===== config.mk =====
export PLATFORM = sky130hd
export DESIGN_NAME = aad_datapath
export DESIGN_NICKNAME = d
export VERILOG_FILES = /design/src/aad_pkg.sv /design/src/aad_alu.sv /design/src/aad_datapath.sv
export VERILOG_INCLUDE_DIRS = /design/src
export SDC_FILE = /design/constraint.sdc
export NUM_CORES = 1
export LEC_CHECK = 0
export BUFFER_PORTS_ARGS = -buffer_cell sky130_fd_sc_hd__buf_4
export CAP_MARGIN = 20
export CORE_MARGIN = 2
export CORE_UTILIZATION = 54
export CTS_CLUSTER_DIAMETER = 200
export DETAILED_ROUTE_END_ITERATION = 12
export PLACE_DENSITY_LB_ADDON = 0.12
export SETUP_SLACK_MARGIN = 0.15
export SYNTH_ARGS = -nofsm -noshare
export SYNTH_HDL_FRONTEND = slang
export SYNTH_HIERARCHICAL = 1
export SYNTH_SLANG_ARGS = --single-unit

===== constraint.sdc =====
create_clock -name core_clk_i -period 3.5 [get_ports core_clk_i]
set_input_delay 0.175 -clock core_clk_i [delete_from_list [all_inputs] [get_ports core_clk_i]]
set_output_delay 0.175 -clock core_clk_i [all_outputs]
set_load 0.01 [all_outputs]

===== src/aad_defs.svh =====
// Constants for the accumulator add and logic datapath
`ifndef AAD_DEFS_SVH
`define AAD_DEFS_SVH

`define AAD_DATA_W 8
`define AAD_ADDR_W 8
`define AAD_FLAG_W 5
`define AAD_FLAG_SIGN_FAULT 0
`define AAD_FLAG_ZERO 1
`define AAD_FLAG_NIBBLE_SPILL 2
`define AAD_FLAG_CARRY 3
`define AAD_FLAG_SIGNED_SPILL 4
`define AAD_FLAGS_RESET 5'h00
`define AAD_NIBBLE_MSB 3
`define AAD_READ_LATENCY 1

`endif


===== src/aad_pkg.sv =====
// Types for the accumulator add and logic datapath
`include "aad_defs.svh"
package aad_pkg;

    typedef enum logic [1:0] {
        AAD_OP_MEMORY_SUM_WRITEBACK = 2'h0,
        AAD_OP_AND_MEMORY = 2'h1,
        AAD_OP_AND_IMMEDIATE = 2'h2,
        AAD_OP_MEMORY_MASK_WRITEBACK = 2'h3
    } aad_op_t;

    typedef enum logic [1:0] {
        AAD_ST_IDLE = 2'h0,
        AAD_ST_FETCH = 2'h1,
        AAD_ST_WRITE = 2'h3
    } aad_state_t;

    typedef struct packed {
        aad_state_t st;
        aad_op_t op;
        logic [`AAD_DATA_W-1:0] acc;
        logic [`AAD_DATA_W-1:0] imm;
        logic [`AAD_ADDR_W-1:0] addr;
        logic acc_we;
        logic [`AAD_DATA_W-1:0] acc_wdata;
        logic mem_we;
        logic [`AAD_DATA_W-1:0] mem_wdata;
        logic done;
        logic [`AAD_FLAG_W-1:0] flags;
    } aad_regs_t;

endpackage


===== src/aad_alu.sv =====
// Combinational sum and mask unit with flag generation
`timescale 1ns/1ns
`include "aad_defs.svh"
module aad_alu (
    input wire aad_pkg::aad_op_t op_i,
    input wire logic [`AAD_DATA_W-1:0] acc_i,
    input wire logic [`AAD_DATA_W-1:0] operand_i,
    input wire logic [`AAD_FLAG_W-1:0] flags_i,
    output logic [`AAD_DATA_W-1:0] result_o,
    output logic [`AAD_FLAG_W-1:0] flags_o
);

    function automatic logic is_zero(input logic [`AAD_DATA_W-1:0] v);
        is_zero = (v == '0);
    endfunction

    logic [`AAD_DATA_W:0] sum;
    logic [`AAD_NIBBLE_MSB+1:0] low_sum;
    logic sign_fault;

    always_comb begin
        sum = {1'b0, acc_i} + {1'b0, operand_i};
        low_sum = {1'b0, acc_i[`AAD_NIBBLE_MSB:0]} + {1'b0, operand_i[`AAD_NIBBLE_MSB:0]};
        sign_fault = (acc_i[`AAD_DATA_W-1] == operand_i[`AAD_DATA_W-1])
            && (sum[`AAD_DATA_W-1] != acc_i[`AAD_DATA_W-1]);
        flags_o = flags_i;
        if (op_i == aad_pkg::AAD_OP_MEMORY_SUM_WRITEBACK) begin
            result_o = sum[`AAD_DATA_W-1:0];
            flags_o[`AAD_FLAG_SIGN_FAULT] = sign_fault; // RL1
            flags_o[`AAD_FLAG_ZERO] = is_zero(sum[`AAD_DATA_W-1:0]); // RL1
            flags_o[`AAD_FLAG_NIBBLE_SPILL] = low_sum[`AAD_NIBBLE_MSB+1]; // RL1
            flags_o[`AAD_FLAG_CARRY] = sum[`AAD_DATA_W]; // RL1
            flags_o[`AAD_FLAG_SIGNED_SPILL] = sign_fault ^ sum[`AAD_DATA_W-1]; // RL1
        end else begin
            result_o = acc_i & operand_i; // RL2 RL3 RL4
            flags_o[`AAD_FLAG_ZERO] = is_zero(acc_i & operand_i); // RL2 RL3 RL5
        end
    end

endmodule // aad_alu


===== src/aad_datapath.sv =====
// Accumulator add and logic datapath slice with sequencing
`timescale 1ns/1ns
`include "aad_defs.svh"
// Overview of operation
// RL1: Memory sum writeback, five flags updated
// RL2: AND memory into accumulator, zero only
// RL3: AND immediate into accumulator, zero only
// RL4: Memory mask writeback goes to memory
// RL5: Mask writeback: zero only, accumulator kept
module aad_datapath (
    input wire logic core_clk_i,
    input wire logic rst_i,
    input wire logic ce_i,
    input wire logic req_valid_i,
    input wire aad_pkg::aad_op_t req_op_i,
    input wire logic [`AAD_DATA_W-1:0] req_acc_i,
    input wire logic [`AAD_DATA_W-1:0] req_imm_i,
    input wire logic [`AAD_ADDR_W-1:0] req_addr_i,
    output logic req_ready_o,
    output logic mem_rd_o,
    output logic [`AAD_ADDR_W-1:0] mem_addr_o,
    input wire logic [`AAD_DATA_W-1:0] mem_rd_data_i,
    output logic mem_we_o,
    output logic [`AAD_DATA_W-1:0] mem_wdata_o,
    output logic acc_we_o,
    output logic [`AAD_DATA_W-1:0] acc_wdata_o,
    output logic done_o,
    output logic [`AAD_FLAG_W-1:0] flags_o
);

    aad_pkg::aad_regs_t s;
    aad_pkg::aad_regs_t next_s;
    logic [`AAD_DATA_W-1:0] alu_operand;
    logic [`AAD_DATA_W-1:0] alu_result;
    logic [`AAD_FLAG_W-1:0] alu_flags;

    assign alu_operand = (s.op == aad_pkg::AAD_OP_AND_IMMEDIATE) ? s.imm : mem_rd_data_i;

    aad_alu u_alu (
        .op_i(s.op),
        .acc_i(s.acc),
        .operand_i(alu_operand),
        .flags_i(s.flags),
        .result_o(alu_result),
        .flags_o(alu_flags)
    );

    always_comb begin
        next_s = s;
        next_s.acc_we = 1'b0;
        next_s.mem_we = 1'b0;
        next_s.done = 1'b0;
        case (s.st)
            aad_pkg::AAD_ST_IDLE: begin
                if (req_valid_i) begin
                    next_s.op = req_op_i;
                    next_s.acc = req_acc_i;
                    next_s.imm = req_imm_i;
                    next_s.addr = req_addr_i;
                    if (req_op_i == aad_pkg::AAD_OP_AND_IMMEDIATE) begin
                        next_s.st = aad_pkg::AAD_ST_WRITE; // RL3
                    end else begin
                        next_s.st = aad_pkg::AAD_ST_FETCH;
                    end
                end
            end
            aad_pkg::AAD_ST_FETCH: begin
                next_s.st = aad_pkg::AAD_ST_WRITE;
            end
            aad_pkg::AAD_ST_WRITE: begin
                next_s.st = aad_pkg::AAD_ST_IDLE;
                next_s.done = 1'b1;
                next_s.flags = alu_flags;
                case (s.op)
                    aad_pkg::AAD_OP_MEMORY_SUM_WRITEBACK,
                    aad_pkg::AAD_OP_MEMORY_MASK_WRITEBACK: begin // RL5
                        next_s.mem_we = 1'b1; // RL1 RL4
                        next_s.mem_wdata = alu_result; // RL1 RL4
                    end
                    default: begin
                        next_s.acc_we = 1'b1; // RL2 RL3
                        next_s.acc_wdata = alu_result; // RL2 RL3
                    end
                endcase
            end
            default: begin
                next_s.st = aad_pkg::AAD_ST_IDLE;
            end
        endcase
    end

    always_ff @(posedge core_clk_i) begin
        if (rst_i) begin
            s <= '{st: aad_pkg::AAD_ST_IDLE, op: aad_pkg::AAD_OP_MEMORY_SUM_WRITEBACK,
                   flags: `AAD_FLAGS_RESET, default: '0};
        end else if (ce_i) begin
            s <= next_s;
        end
    end

    assign req_ready_o = (s.st == aad_pkg::AAD_ST_IDLE);
    assign mem_rd_o = (s.st == aad_pkg::AAD_ST_FETCH);
    assign mem_addr_o = s.addr;
    assign mem_we_o = s.mem_we;
    assign mem_wdata_o = s.mem_wdata;
    assign acc_we_o = s.acc_we;
    assign acc_wdata_o = s.acc_wdata;
    assign done_o = s.done;
    assign flags_o = s.flags;
endmodule // aad_datapath


==> results.toml <==
[clock_tree]
numCtsBuffers = 5
cts.sinks = 52
cts.repair.resized = 0
cts_tree = "built"
h-tree-depth = 2
cts_root_buf = "clkbuf_8"
clockBufferDepth = 2
clk_pin_slew_ns = 0.10
clkLatencyLatePin_ns = 0.31
hold_buffers = 0
post_cts_buffers = 0

[worst_hold_path]
min_path_type = "in2reg"

[grt]
antenna_found_initial = 0
grt_usage = 0.198
grt_max_degree = 92
gr-total-overflow = 0
grt_pass1_wl_microns = 9940
grt_pass1_vias = 2237

[logic_synthesis]
synth_nets = 388
syn-instance-count = 340
seq_area_frac_synth = 0.328
async_flop_share = 0
ys_types = 45
synth-edff-count = 0
yosysWarnings = 6
ys_seq_elements = 52
synthFlopType = "dfxtp_1"
synth.avg_cell_area_sq_um = 9.33
syn-cell-area_sq_um = 3170

[floorplanning]
die_y_microns = 80.7
num_rows = 27
start_util = 0.569
ios = 72
core_region_area_sq_um = 5570
die_w_microns = 80.7
dieArea_sq_um = 6510

[timing]
setup_viol = 0
drv_slew = 0
fin_setup_tns_ns = 0
hold_violations = 0
maxSlewHeadroom = 0.586
fin_crit_sh = 0.842
finClkSkew_ns = 0.0127
rsz0062_at_grt = "false"
min_period_ns = 2.95
tightestPinTransition_ns = 0.620
max_freq_mhz = 339
fin_hold_ws_ns = 0.128

[cells_and_area]
nets = 417
antennaDiodeCount = 0
area.growth.synth_to_final_pct = 11.6
final_layout_size_suffix_gt1_frac = 0.268
fillCellCount = 516

[detailed_routing]
vias_per_cell = 5.15
first_pass_iters = 4
remaining_drc_errors = 0
wl_per_cell_microns = 13.6
routed_wl_microns = 6020
drt-initial-drc-count = 76
vias = 2277
antenna_left = 0

[pwr]
switching_power_uw = 330
leakage_uw = 0.00148
p_comb_frac = 0.202
clkPwrFrac = 0.281
pwr-share-seq = 0.517
p_per_area_nw_per_um2 = 341
p_int_uw = 876
swShare = 0.274
ir_worst_vdd_v = 0.000264

[placed_design]
dpl.hpwl_microns = 4370
io_buffers = 71
gp_congestion = 0.930

[critical_path]
critical-path-top-delay-family = "adder cells"
critical_path_class = "reg2reg"
path_max_fanout = 8
path_cells = "inv_1 > ha_1 > mux2_2 > ha_1 > fa_1 > nand3_1 > a21o_1 > a21oi_1 > a211oi_1 > mux2_2 > nand2b_1 > mux2i_1"
end_kind = "register"
critPathLaunchType = "register"
cp.required_ns = 3.75
cpPeakStageDelay_ns = 0.43
slowest_stage = "fa_1"
arrival_ns = 3.20
crit_buf_inv = 1

[run]
cap_viol_max_count = 0

[outcome]
status = "finished clean"
## logic make-up after synthesis
family / after synthesis / share of synthesized area
flops: 52 / 0.328
mux: 58 / 0.187
buf+inv: 53 / 0.114
simple gates: 131 / 0.248
xor+xnor: 5 / 0.0138
fa+ha+maj: 10 / 0.0418
compound gates: 31 / 0.0670
## cells in the mapped netlist (all sizes together) (2+ instances only)
library cell	number	area share
nand2b	89	0.18
dfxtp	52	0.33
mux2i	48	0.15
buf	37	0.095
clkbuf	13	0.015
nand2	13	0.015
mux2	10	0.035
nor2	10	0.012
ha	9	0.035
a21oi	8	0.013
o21ai	8	0.013
xnor2	4	0.011
a211oi	3	0.0071
inv	3	0.0035
nor3	3	0.0047
o31ai	3	0.0087
or2	3	0.0059
a31oi	2	0.0059
nand3	2	0.0032
nand4	2	0.0039
o21ba	2	0.0063
## stage by stage
stage	util	worst slack, ns	cells	area [sq um]	total power (uW)
6_report	0.635	0.554	442	3540	1210
3_3_place_gp	0.619	0.625	434	3450	879
5_1_grt	0.635	0.269	442	3540	1280
4_1_cts	0.635	0.493	442	3540	1220
2_1_floorplan	-	0.772	340	3170	818
3_5_place_dp	0.619	0.518	434	3450	881
## power groups by stage
stage | sequential [uW] | clock, uW | combinational, uW
after floorplan | 632 | 0 | 186
after detailed placement | 637 | 0 | 244
after CTS | 624 | 354 | 245
final | 624 | 339 | 244
after global routing | 626 | 379 | 272
after global placement | 637 | 0 | 242
## sequential cells by signal (all words and copies together) (netlist names)
signal	flops
done_o	1
acc_wdata_o	8
acc_we_o	1
mem_addr_o	8
mem_we_o	1
flags_o	5
s	20
mem_wdata_o	8
## worst reg2reg max path: stages, from the launching register on
cell	delay, ns
dfxtp_1	0.34
inv_1	0.06
ha_1	0.39
mux2_2	0.39
ha_1	0.25
fa_1	0.43
nand3_1	0.12
a21o_1	0.14
a21oi_1	0.08
a211oi_1	0.29
mux2_2	0.23
nand2b_1	0.07
mux2i_1	0.12
## layout make-up
class                           count  area (sq um)  area share
Clock inverter                      3          18.8     0.00530
Inverter                            3          11.3     0.00318
Multi-Input combinational cell    235          1770       0.500
Timing Repair Buffer               72           541       0.153
Clock buffer                        5          68.8      0.0194
Tap cell                           72          90.1      0.0255
Sequential cell                    52          1040       0.294
## cell usage in the layout (no fill, tap or decap), drive strengths merged, types with 4 or more instances in the layout
cell     n
mux2i   48
buf     72
a21oi    8
nor2    10
ha       9
xnor2    4
o21ai    8
clkbuf   5
mux2    10
dfxtp   52
nand2   13
nand2b  89
## layer usage
layer	track usage	wire, microns	share of wire
met5	0	0	0
met4	0.0644	93	0.015
met3	0.0427	277	0.046
met2	0.337	2900	0.48
met1	0.249	2750	0.46
## worst paths after layout
check / startpoint / end / slack, ns / cells past startpoint
worst max-delay path: s[48]$_SDFFE_PP0P_ / acc_wdata_o[6]$_SDFFE_PP0P_ / 0.55 / 12
worst min register to register: mem_addr_o[2]$_SDFFE_PP0P_ / mem_addr_o[2]$_SDFFE_PP0P_ / 0.48 / 2
worst max register to register: s[48]$_SDFFE_PP0P_ / acc_wdata_o[6]$_SDFFE_PP0P_ / 0.55 / 12
worst min-delay path: req_addr_i[5] / mem_addr_o[5]$_SDFFE_PP0P_ / 0.13 / 3
Note: power is estimated with default switching activity, not from simulation.
